File: src/common/occ_defines.svh
// Command codes, field positions, sizes and timing counts for the OTP/CRC option commands
`ifndef OCC_DEFINES_SVH
`define OCC_DEFINES_SVH

// ****************************************
// Command codes
// ****************************************
`define OCC_CMD_CRC_CALC      8'h34
`define OCC_CMD_CRC_READ      8'h35
`define OCC_CMD_OTP_PROG      8'h36
`define OCC_CMD_WR_OPTION     8'h37
`define OCC_CMD_WR_USER_IDENTIFIER    8'h38

// ****************************************
// Register sizes and field positions
// ****************************************
`define OCC_REG_BYTES         4'ha
`define OCC_REG_LAST          4'h9
`define OCC_MODE_LO_BYTE      4'h1
`define OCC_MODE_HI_BYTE      4'h5
`define OCC_WS_BITS           36
`define OCC_DBUF_BIT          6
`define OCC_BYTE_F            5
`define OCC_OPT_RESET         80'h0
`define OCC_UID_RESET         80'h0
`define OCC_CRC_INIT          16'hffff
`define OCC_CRC_POLY          16'h1021

// ****************************************
// Timing
// ****************************************
`define OCC_PROG_CYCLES       16'h0100

`endif

File: src/common/occ_pkg.sv
// Types shared by both ends of the OTP/CRC option command link
package occ_pkg;
    // Device command interpreter states
    typedef enum logic [2:0] {
        OCC_IDLE     = 3'b000,
        OCC_CRC_RUN  = 3'b001,
        OCC_PROG_RUN = 3'b010,
        OCC_RD_CRC   = 3'b011,
        OCC_WR_OPT   = 3'b100,
        OCC_WR_UID   = 3'b101
    } occ_dev_state_t;

    // Host sequencer states
    typedef enum logic [2:0] {
        OCH_IDLE   = 3'b000,
        OCH_CMD    = 3'b001,
        OCH_DATA   = 3'b010,
        OCH_READ   = 3'b011,
        OCH_WAIT   = 3'b100
    } occ_host_state_t;

    // Byte of serial-interface traffic
    typedef logic [7:0] occ_byte_t;
endpackage : occ_pkg

File: src/common/occ_if.sv
// Interface joining host and device over the byte-level command link
`timescale 1ns/1ps
interface occ_if;
    logic               wr_valid;   // Host writes a byte this cycle
    logic               rd_valid;   // Host reads a byte this cycle
    logic               dc_sel;     // Data/command select: 0 command, 1 data
    occ_pkg::occ_byte_t wr_byte;    // Byte from host
    occ_pkg::occ_byte_t rd_byte;    // Byte to host
    logic               busy;       // Device busy level

    modport device (input wr_valid, input rd_valid, input dc_sel, input wr_byte,
                    output rd_byte, output busy);
    modport host   (output wr_valid, output rd_valid, output dc_sel, output wr_byte,
                    input rd_byte, input busy);
endinterface : occ_if

File: src/hw/occ_device.sv
// Device end: command interpreter for CRC, OTP programming and option registers
`timescale 1ns/1ps
`include "occ_defines.svh"
module occ_device #(
    parameter int PROG_CYCLES = `OCC_PROG_CYCLES  // Duration of OTP programming
) (
    // Clock and reset
    input  wire logic                   clk,
    input  wire logic                   rst_b,
    input  wire logic                   clk_en,
    // Command link
    occ_if.device                       link,
    // OTP storage image
    input  wire logic [159:0]           otp_image,
    input  wire logic                   internal_clock_enabled,
    output logic      [159:0]           otp_prog_data,
    output logic                        otp_prog_strobe,
    // Display controls
    output logic [`OCC_WS_BITS-1:0]     waveform_state_mode,
    output logic                        ram_double_buffering,
    output logic [31:0]                 module_version,
    output logic [15:0]                 otp_checksum_result
);
    import occ_pkg::*;

    // ****************************************
    // State
    // ****************************************
    occ_dev_state_t state, next_state;      // Interpreter state
    logic [79:0]    display_option_settings, next_opt;  // Option register
    logic [79:0]    user_identifier, next_uid;          // User_identifier register
    logic [3:0]     byte_idx, next_byte_idx;            // Parameter byte counter
    logic [7:0]     bit_idx, next_bit_idx;              // CRC bit walker over OTP
    logic [15:0]    crc, next_crc;                      // CRC accumulator / result
    logic [15:0]    prog_cnt, next_prog_cnt;            // Programming timer
    logic [159:0]   prog_data, next_prog_data;          // Programming image
    logic           prog_stb, next_prog_stb;            // Programming strobe
    occ_byte_t      rd_byte_q, next_rd_byte;            // Read data
    logic           cmd_wr;                             // Command byte this cycle
    logic           dat_wr;                             // Parameter byte this cycle

    // Place a byte at index idx (A is byte 0, in the top bits) of an 80-bit register
    function automatic logic [79:0] put_byte(input logic [79:0] r, input logic [3:0] idx,
                                             input occ_byte_t b);
        logic [79:0] v;
        v = r;
        v[79 - 8*idx -: 8] = b;
        return v;
    endfunction : put_byte

    // One CRC-CCITT step on a single bit
    function automatic logic [15:0] crc_step(input logic [15:0] c, input logic d);
        logic fb;
        fb = c[15] ^ d;
        return {c[14:0], 1'b0} ^ (fb ? `OCC_CRC_POLY : 16'h0000);
    endfunction : crc_step

    // Commands with DC low, parameters with DC high
    assign cmd_wr = link.wr_valid && !link.dc_sel;
    assign dat_wr = link.wr_valid && link.dc_sel;

    // ****************************************
    // Next-state logic
    // ****************************************
    always_comb begin
        next_state     = state;
        next_opt       = display_option_settings;
        next_uid       = user_identifier;
        next_byte_idx  = byte_idx;
        next_bit_idx   = bit_idx;
        next_crc       = crc;
        next_prog_cnt  = prog_cnt;
        next_prog_data = prog_data;
        next_prog_stb  = 1'b0;
        next_rd_byte   = rd_byte_q;
        unique case (state)
            OCC_CRC_RUN: begin
                // Walk the OTP image one bit a cycle; commands are ignored meanwhile
                next_crc     = crc_step(crc, otp_image[8'd159 - bit_idx]);
                next_bit_idx = bit_idx + 8'h01;
                if (bit_idx == 8'd159) begin
                    next_state = OCC_IDLE;      // Busy falls here
                end
            end
            OCC_PROG_RUN: begin
                next_prog_cnt = prog_cnt - 16'h0001;
                if (prog_cnt == 16'h0001) begin
                    next_state = OCC_IDLE;
                end
            end
            default: begin
                // Idle, CRC-read and parameter-collection states accept new commands
                if (cmd_wr) begin
                    next_byte_idx = 4'h0;
                    next_state    = OCC_IDLE;
                    if (link.wr_byte == `OCC_CMD_CRC_CALC) begin
                        next_state   = OCC_CRC_RUN;
                        next_crc     = `OCC_CRC_INIT;
                        next_bit_idx = 8'h00;
                    end else if (link.wr_byte == `OCC_CMD_CRC_READ) begin
                        next_state   = OCC_RD_CRC;
                        next_rd_byte = crc[15:8];
                    end else if (link.wr_byte == `OCC_CMD_OTP_PROG) begin
                        // Both registers, all twenty bytes, go to OTP
                        next_state     = OCC_PROG_RUN;
                        next_prog_cnt  = PROG_CYCLES[15:0];
                        next_prog_data = {display_option_settings, user_identifier};
                        next_prog_stb  = internal_clock_enabled;
                    end else if (link.wr_byte == `OCC_CMD_WR_OPTION) begin
                        next_state = OCC_WR_OPT;
                    end else if (link.wr_byte == `OCC_CMD_WR_USER_IDENTIFIER) begin
                        next_state = OCC_WR_UID;
                    end
                end else if (dat_wr && state == OCC_WR_OPT) begin
                    next_opt      = put_byte(display_option_settings, byte_idx,
                                             link.wr_byte);
                    next_byte_idx = byte_idx + 4'h1;
                    if (byte_idx == `OCC_REG_LAST) begin
                        next_state = OCC_IDLE;
                    end
                end else if (dat_wr && state == OCC_WR_UID) begin
                    // Extra bytes beyond J are dropped
                    next_uid      = put_byte(user_identifier, byte_idx, link.wr_byte);
                    next_byte_idx = byte_idx + 4'h1;
                    if (byte_idx == `OCC_REG_LAST) begin
                        next_state = OCC_IDLE;
                    end
                end else if (link.rd_valid && state == OCC_RD_CRC) begin
                    // Second read gives the low byte, then the read ends
                    next_byte_idx = byte_idx + 4'h1;
                    next_rd_byte  = crc[7:0];
                    if (byte_idx == 4'h1) begin
                        next_state = OCC_IDLE;
                    end
                end
            end
        endcase
    end

    // ****************************************
    // Registers
    // ****************************************
    always_ff @(posedge clk or negedge rst_b) begin
        if (!rst_b) begin
            state                   <= OCC_IDLE;
            display_option_settings <= `OCC_OPT_RESET;
            user_identifier         <= `OCC_UID_RESET;
            byte_idx                <= 4'h0;
            bit_idx                 <= 8'h00;
            crc                     <= 16'h0000;
            prog_cnt                <= 16'h0000;
            prog_data               <= 160'h0;
            prog_stb                <= 1'b0;
            rd_byte_q               <= 8'h00;
        end else if (clk_en) begin
            state                   <= next_state;
            display_option_settings <= next_opt;
            user_identifier         <= next_uid;
            byte_idx                <= next_byte_idx;
            bit_idx                 <= next_bit_idx;
            crc                     <= next_crc;
            prog_cnt                <= next_prog_cnt;
            prog_data               <= next_prog_data;
            prog_stb                <= next_prog_stb;
            rd_byte_q               <= next_rd_byte;
        end
    end

    // ****************************************
    // Outputs
    // ****************************************
    // Busy as a decode of state keeps it exact to the operation's span
    assign link.busy    = (state == OCC_CRC_RUN) || (state == OCC_PROG_RUN);
    assign link.rd_byte = rd_byte_q;
    assign otp_prog_data   = prog_data;
    assign otp_prog_strobe = prog_stb;
    assign otp_checksum_result = crc;
    // Byte B holds states 7..0, byte E states 31..24, low nibble of F states 35..32
    assign waveform_state_mode = {display_option_settings[35:32],
                                  display_option_settings[47:40],
                                  display_option_settings[55:48],
                                  display_option_settings[63:56],
                                  display_option_settings[71:64]};
    // Double-buffering only counts where some state selects mode 2
    assign ram_double_buffering =
        display_option_settings[8*(`OCC_REG_LAST - `OCC_BYTE_F) + `OCC_DBUF_BIT] &&
        (|waveform_state_mode);
    assign module_version = display_option_settings[31:0];
endmodule : occ_device

File: src/flat_wrapper.sv
// flat-port wrapper written by rule: the top's interface ports become plain ports
module occ_device_flat import occ_pkg::*;
#(
    parameter int PROG_CYCLES = `OCC_PROG_CYCLES                                
)
  (clk, rst_b, clk_en, otp_image, internal_clock_enabled, otp_prog_data, otp_prog_strobe, waveform_state_mode, ram_double_buffering, module_version, otp_checksum_result, link_wr_valid, link_rd_valid, link_dc_sel, link_wr_byte, link_rd_byte, link_busy);
  occ_if link_i ();
  input  wire logic clk;
  input  wire logic rst_b;
  input  wire logic clk_en;
  input  wire logic [159:0] otp_image;
  input  wire logic internal_clock_enabled;
  output logic      [159:0] otp_prog_data;
  output logic otp_prog_strobe;
  output logic [`OCC_WS_BITS-1:0] waveform_state_mode;
  output logic ram_double_buffering;
  output logic [31:0] module_version;
  output logic [15:0] otp_checksum_result;
  input wire logic [$bits(link_i.wr_valid)-1:0] link_wr_valid;
  input wire logic [$bits(link_i.rd_valid)-1:0] link_rd_valid;
  input wire logic [$bits(link_i.dc_sel)-1:0] link_dc_sel;
  input wire logic [$bits(link_i.wr_byte)-1:0] link_wr_byte;
  output wire logic [$bits(link_i.rd_byte)-1:0] link_rd_byte;
  output wire logic [$bits(link_i.busy)-1:0] link_busy;
  assign link_i.wr_valid = link_wr_valid;
  assign link_i.rd_valid = link_rd_valid;
  assign link_i.dc_sel = link_dc_sel;
  assign link_i.wr_byte = link_wr_byte;
  assign link_rd_byte = link_i.rd_byte;
  assign link_busy = link_i.busy;
  occ_device #(.PROG_CYCLES(PROG_CYCLES)) u_core (.clk(clk), .rst_b(rst_b), .clk_en(clk_en), .link(link_i), .otp_image(otp_image), .internal_clock_enabled(internal_clock_enabled), .otp_prog_data(otp_prog_data), .otp_prog_strobe(otp_prog_strobe), .waveform_state_mode(waveform_state_mode), .ram_double_buffering(ram_double_buffering), .module_version(module_version), .otp_checksum_result(otp_checksum_result));
endmodule
File: config.mk
export PLATFORM = sky130hd
export DESIGN_NAME = occ_device_flat
export DESIGN_NICKNAME = d
export VERILOG_FILES = /design/src/common/occ_pkg.sv /design/src/common/occ_if.sv /design/src/hw/occ_device.sv /design/src/flat_wrapper.sv
export VERILOG_INCLUDE_DIRS = /design/src /design/src/common
export SDC_FILE = /design/constraint.sdc
export NUM_CORES = 1
export LEC_CHECK = 0
export ABC_AREA = 1
export BUFFER_PORTS_ARGS = -buffer_cell sky130_fd_sc_hd__buf_2
export CORE_MARGIN = 3
export CORE_UTILIZATION = 35
export DETAILED_ROUTE_END_ITERATION = 16
export MAX_ROUTING_LAYER = met4
export PLACE_DENSITY = 0.65
export SLEW_MARGIN = 25
export SYNTH_ARGS = -nofsm -noshare
export SYNTH_HDL_FRONTEND = slang
export SYNTH_SLANG_ARGS = --single-unit
export TNS_END_PERCENT = 30
File: constraint.sdc
create_clock -name clk -period 1.9 [get_ports clk]
set_clock_uncertainty 0.05 [all_clocks]
set_input_delay 0.095 -clock clk [delete_from_list [all_inputs] [get_ports clk]]
set_output_delay 0.095 -clock clk [all_outputs]
set_load 0.01 [all_outputs]
* Word-level counts from Yosys, hierarchy flattened
Index checks and enable logic that the tools add are counted. Widths: inputs -> output; s select.
Operators by class: eq/ne operators 22, shift operators 2, order comparisons 1, muxes and demuxes 45, $add $sub $neg 6, bitwise operators 9, reductions and logical operators 26
Operator list (number):
- $bwmux 80 | 2
- $mux 16 | 6
- $shift 8x34->87 const A | 1
- $shiftx 8x34->87 | 1
- $mux 8 | 8
- $pmux 16 s2 | 2
- $eq 8x6->1 const B | 5
- $mux 3 | 13
- $reduce_or 36->1 | 1
- $neg 32->34 | 1
- $eq 16x1->1 const B | 1
- $mux 4 | 4
- $pmux 8 s2 | 1
- $sub 16x1->16 const B | 1
- $xor 16x16->16 | 1
- $mux 13 | 1
- $reduce_and 6->1 | 2
- $reduce_bool 6->1 | 2
- $reduce_and 5->1 | 2
- $reduce_bool 2->1 | 5
- $lt 8x9->1 const B | 1
- $add 8x1->8 const B | 1
- $bmux 1 s8 | 1
- $eq 8x8->1 const B | 1
- other kinds (22) | 47
Storage, ports and cells: output and inout bits 255, input bits 175, bits in registers 376

* Longest topological paths before layout
depth in word-level cells 8, mapped depth 20, gate-level depth less buffers 18

* Worst setup path before layout
OpenSTA, ideal clock, no wires.
path kind reg-to-reg, start register u_core.state[0], end register u_core.user_identifier[78], arrival time 1.952 ns, data required time 1.717 ns, cell stages (with the launch flop) 12, setup slack -0.235 ns, setup time 0.133 ns, cell sequence dfrtp_1 inv_1 nor2_1 nand2_1 nand2_1 nor2_1 inv_1 nor4_4 nand2_1 buf_2 nand2_1 o21ai_0
Between the ends: cells in the longest elaborated chain, start to end 4
Ends and longest elaborated chain:
- start, declared | line occ_device.sv:29 | occ_dev_state_t state, next_state;
- start signal, assigned | line occ_device.sv:156 | state <= next_state;
- $eq 3x2->1 (tied with other cells) | line occ_device.sv:76 | unique case (state)
- $reduce_or 2->1 (no line) or $logic_and 1x1->1 (tied branches)
- $not 1->1 (no line)
- $reduce_and 5->1 (no line) (*)
- end signal, assigned | line occ_device.sv:147 | user_identifier <= `OCC_UID_RESET;
- end signal, assigned | line occ_device.sv:158 | user_identifier <= next_uid;
- end, declared | line occ_device.sv:31 | logic [79:0] user_identifier, next_uid;
Every way passes the cells marked *; elsewhere a longest branch is shown, timed or not. A chain may end at the register's enable or synchronous reset.

* Final worst setup path
start register u_core.bit_idx[0], end register u_core.crc[12], in the netlist u_core.otp_checksum_result[12]
Between the ends: cells in the longest elaborated chain, start to end 7
Ends and longest elaborated chain:
- start, declared | line occ_device.sv:33 | logic [7:0] bit_idx, next_bit_idx;
- start signal, assigned | line occ_device.sv:160 | bit_idx <= next_bit_idx;
- $sub 8x8->8 | line occ_device.sv:79 | next_crc = crc_step(crc, otp_image[8'd159 - bit_idx]);
- $bmux 1 s8 | line occ_device.sv:79
- $mux 1 (not written as such) | line occ_device.sv:79
- $xor 1x1->1 | line occ_device.sv:54 | fb = c[15] ^ d;
- $mux 13 | line occ_device.sv:55 | return {c[14:0], 1'b0} ^ (fb ? `OCC_CRC_POLY : 16'h0000);
- $xor 16x16->16 | line occ_device.sv:55
- $pmux 16 s2 | line occ_device.sv:76
- end signal, assigned | line occ_device.sv:161 | crc <= next_crc;
- end, declared | line occ_device.sv:34 | logic [15:0] crc, next_crc;
Every way passes these cells. The select of a mux whose other input is x is not followed.

==> out/results.env <==
STATUS='finished with violations'
FAILING_CHECKS='setup timing'
VIAS_PER_CELL=5.12
DRIVE_ABOVE_1_SHARE=0.407
SETUP_TOTAL_NEGATIVE_SLACK_NS=-25.35
GRT_PASS1_WL_MM=89.5
TRACK_USAGE=0.231
GRT_START_MAX_NET_PINS=75
CTS_MADE_BUFFERS=41
REPORT.FINAL.SETUP_VIOL=309
NET_SWITCHING_uW=9970
WORSTSETUPENDPOINTTYPE='flip-flop'
AREAGROWTHSYNTHTOFINISH_PCT=48.3
POWER.SWITCHING_FRACTION=0.355
WORST-PATH-MAX-FANOUT=9
CHIPHEIGHT_UM=226
POST-SYNTH-TOP-COUNT-CELL='sky130_fd_sc_hd__nand2_1'
WORSTSETUPPATHTYPE='reg -> reg'
COMB_POWER_SHARE=0.369
CLK_PATH_BUF_DEPTH=3
PRE_CTS_WS_NS=-0.428
CLOCK_INSERTION_DELAY_WORST_SKEW_NS=0.55
FMAX_MHz=442
FINAL_PERIOD_MINUS_WORST_SETUP_SLACK_NS=2.26
GRT_USE_MET1=0.310
FIRST_GLOBAL_VIAS=15900
TRITONCTS='done'
GLOBAL_ROUTE.USAGE.MET2=0.368
POSTSYNTHCELLCOUNT=2084
WORST_SLEW_MARGIN_REL=0.593
CTS-HTREE-LEVELS=2
SYNTH_TOP_CELL_AREA_SHARE=0.556
ANT_NETS=0
UNREPAIRED_SETUP_ENDPOINTS_AFTER_GLOBAL_ROUTING='yes'
DETAIL_ROUTE.FIRST_PASS.ITERATIONS=5
POWER_PER_CELL_AREA_nW_PER_UM2=1120
FP.COREAREA_UM2=47100
BUSIEST_LAYER='met2'
GP_CONGESTION=0.901
FLOORPLAN.INITIALDENSITY=0.359
REG2REGPATHDEPTH=14
SYNTH-SEQ-AREA-SHARE=0.556
SYNTH_TOP_CELLS_BY_AREA='sky130_fd_sc_hd__dfrtp_1 (56%), sky130_fd_sc_hd__nand2_1 (19%), sky130_fd_sc_hd__o21ai_0 (7.3%)'
CRITPATHMOSTFREQUENTCELL='sky130_fd_sc_hd__buf_12'
DRV.MAX_CAP_VIOLATION_COUNT=0
CLKPWRFRAC=0.285
ROW_COUNT=79
NUMBER_OF_I_O_PINS=430
SYNTH.AVG_CELL_AREA_UM2=8.12
CRITICAL_PATH_REQUIRED_NS=2.29
SYNTH_NETS=2268
SYNTH_ENABLE_FLOP_CELLS=0
WL_MM=64.3
GR-TOTAL-OVERFLOW=0
FINAL_CORE_DENSITY=0.532
SETUP_SLACK_NS=-0.360
FINISH.NET_COUNT=2778
YOSYSTOPAREACELL='sky130_fd_sc_hd__dfrtp_1'
BUFFER_PORTS.INSERTED=429
INTPOWER_uW=18100
SYNTHESIS.AREA_UM2=16900
SYNTHESIS.YOSYS.WARNINGS=0
CLK_PIN_SLEW_WORST_PATHS_NS=0.06
WORST_HOLD_SLACK_NS=0.0381
DETAILED_PLACE_HPWL_MM=40.5
SYNTH_TOP_CELLS_BY_COUNT='sky130_fd_sc_hd__nand2_1 (835), sky130_fd_sc_hd__dfrtp_1 (376), sky130_fd_sc_hd__o21ai_0 (246), sky130_fd_sc_hd__inv_1 (127), sky130_fd_sc_hd__nor2_1 (112)'
YS_SEQ_ELEMENTS=376
DETAILROUTE.VIA_COUNT=16500
MIN_PERIOD_OVER_PERIOD=1.19
WORST_IR_DROP_VDD_mV=0.724
ANTENNA_FOUND_INITIAL=4
CP_DATA_ARRIVAL_TIME_NS=2.65
HOLDPATHSTAGES=4
CRITICAL_PATH.MAX_STAGE_DELAY_NS=0.37
POST-ROUTE-DRC-COUNT=0
SYNTH_CELL_TYPE_COUNT=32
WL_PER_CELL_UM=19.9
DRT_FIRST_ITER_VIOLATIONS=1291
CHIPWIDTH_UM=226
MAXSLEWVIOLCOUNT=0
WORST_SETUP_PATH_START_KIND='flip-flop'
TIMING.CRITICAL_PATH.CELLS='buf_12, buf_12, buf_12, o21ai_0, o211ai_1, nand3_1, nand4_1, nand3_4, nand2_4, nand2_2, nand3_2, nand3_2, nand2_2, inv_1'
SYNTHFLOPTYPE='sky130_fd_sc_hd__dfrtp_1'
ASYNC_FLOP_SHARE=1.00
CTSROOTBUFFERMASTER='sky130_fd_sc_hd__clkbuf_16'
HOLDCRITPATHCLASS='in -> reg'
CLOCK-SINKS=376
SHARE_SEQ_OF_TOTAL_POWER=0.347
GROUTE.LAYER.MET3.USAGE=0.0331
DIE-AREA_UM2=51000
REPORT.FINAL.HOLD_VIOL_COUNT=0
TIGHTESTPINTRANSITION_NS=0.606
STATIC-LEAKAGE-POWER_uW=0.0131
TIMING.CRITICAL_PATH.SLOWEST_STAGE_CELL='sky130_fd_sc_hd__dfrtp_2'
placed cells by master (no fill, tap or decap), types with 5 or more instances in the layout:
| cell | instances |
|---|---|
| sky130_fd_sc_hd__clkbuf_1 | 11 |
| sky130_fd_sc_hd__a21oi_2 | 8 |
| sky130_fd_sc_hd__nand2_4 | 64 |
| sky130_fd_sc_hd__buf_6 | 25 |
| sky130_fd_sc_hd__nand3_4 | 8 |
| sky130_fd_sc_hd__a21oi_1 | 20 |
| sky130_fd_sc_hd__clkbuf_8 | 6 |
| sky130_fd_sc_hd__nor2_2 | 11 |
| sky130_fd_sc_hd__nor3_1 | 11 |
| sky130_fd_sc_hd__nor4_2 | 6 |
| sky130_fd_sc_hd__buf_2 | 428 |
| sky130_fd_sc_hd__clkbuf_16 | 58 |
| sky130_fd_sc_hd__buf_16 | 14 |
| sky130_fd_sc_hd__buf_4 | 93 |
| sky130_fd_sc_hd__o21a_1 | 9 |
| sky130_fd_sc_hd__nor2_4 | 11 |
| sky130_fd_sc_hd__o21ai_0 | 92 |
| sky130_fd_sc_hd__a22oi_1 | 12 |
| sky130_fd_sc_hd__nand4_1 | 12 |
| sky130_fd_sc_hd__o211ai_1 | 5 |
| sky130_fd_sc_hd__dfrtp_1 | 371 |
| sky130_fd_sc_hd__buf_8 | 7 |
| sky130_fd_sc_hd__o22ai_1 | 7 |
| sky130_fd_sc_hd__nand2_2 | 126 |
| sky130_fd_sc_hd__nand3_1 | 54 |
| sky130_fd_sc_hd__buf_12 | 46 |
| sky130_fd_sc_hd__o21ai_1 | 92 |
| sky130_fd_sc_hd__inv_2 | 12 |
| sky130_fd_sc_hd__inv_1 | 109 |
| sky130_fd_sc_hd__ha_1 | 8 |
| sky130_fd_sc_hd__clkinvlp_4 | 5 |
| sky130_fd_sc_hd__nor2_1 | 90 |
| sky130_fd_sc_hd__nand2_1 | 630 |
| sky130_fd_sc_hd__nand3_2 | 17 |
| sky130_fd_sc_hd__o21ai_2 | 62 |
| sky130_fd_sc_hd__nand2_8 | 18 |
| sky130_fd_sc_hd__dfrtp_2 | 5 |
| sky130_fd_sc_hd__dlygate4sd3_1 | 7 |
layout make-up:
cell class / count / area, µm²
tap: 607 / 759
antenna: 4 / 10.0
timing repair buffer: 638 / 5060
inverter: 128 / 531
clock buffer: 58 / 1150
fill: 4251 / 22000
sequential: 376 / 9420
multi-input combinational: 1407 / 7960
timing repair inverter: 2 / 37.5
clock inverter: 12 / 179
power groups by stage:
| stage | combinational [µW] | sequential [µW] | clock (µW) |
|---|---|---|---|
| final | 10400 | 9730 | 7990 |
| after global routing | 11200 | 9830 | 8470 |
| after CTS | 9070 | 9590 | 8170 |
| after detailed placement | 7150 | 9690 | 0 |
| after global placement | 7060 | 9670 | 0 |
| after floorplan | 4310 | 9600 | 0 |
state kept, by name (all words and copies together) (netlist names):
register	flops
u_core.otp_prog_data	160
u_core.display_option_settings	80
u_core.user_identifier	80
u_core.otp_checksum_result	16
u_core.prog_cnt	16
u_core.bit_idx	8
u_core.link.rd_byte	8
u_core.byte_idx	4
u_core.state	3
u_core.otp_prog_strobe	1
path summary, 6_finish.rpt:
path                       slack, ns                                 end                     start
setup / recovery               -0.36      u_core.otp_checksum_result[12]         u_core.bit_idx[0]
hold / removal                  0.04          u_core.user_identifier[35]           link_wr_byte[3]
hold reg to reg                 0.41            u_core.otp_prog_data[16]  u_core.otp_prog_data[16]
min in group asynchronous       0.15  u_core.display_option_settings[10]                     rst_b
setup reg to reg               -0.36      u_core.otp_checksum_result[12]         u_core.bit_idx[0]
max in group asynchronous       1.25            u_core.otp_prog_data[43]                     rst_b
what timing repair did:
action | 4_1_cts | 5_1_grt
endpoints found under the setup margin | 209 | 370
hold buffers | 8 | 0
endpoints found under the hold margin | 383 | 0
resized for setup | 282 | 456
buffers inserted | 28 | 23
pin swaps | 42 | 57
gates cloned | 13 | 26
stage by stage:
step                      power [µW]  instances  instance area [µm²]
after global placement         16700       3063                20200
after CTS                      26800       3181                23000
final                          28100       3232                25100
after detailed placement       16800       3063                20200
after floorplan                13900       2084                17000
after global routing           29500       3231                25100
worst max-delay path: cells and delay by family (launching register included):
| kind | cells | cell delay (ns) |
|---|---|---|
| flops | 1 | 0.37 |
| buf+inv | 4 | 0.46 |
| compound gates | 2 | 0.35 |
| simple gates | 8 | 0.90 |
logic make-up (layout without fill, tap and decap cells):
kind of cell,Yosys count,in the layout,synth area share
adder cells (fa/ha/maj),9,9,0.00665
AND/OR/NAND/NOR,1072,1075,0.250
flip-flops,376,376,0.556
other,0,4,0
AO/OA/AOI/OAI,318,318,0.100
buffers and inverters,304,838,0.0845
XOR/XNOR,5,5,0.00259
metal layers:
metal  share of wire  routed length (µm)  vias up
li1                -                   -     7614
met4           0.027                1760        0
met3           0.061                3950      125
met2            0.48               31000      585
met5               0                   0        -
met1            0.43               27600     8219
Note: power is estimated with default switching activity, not from simulation.
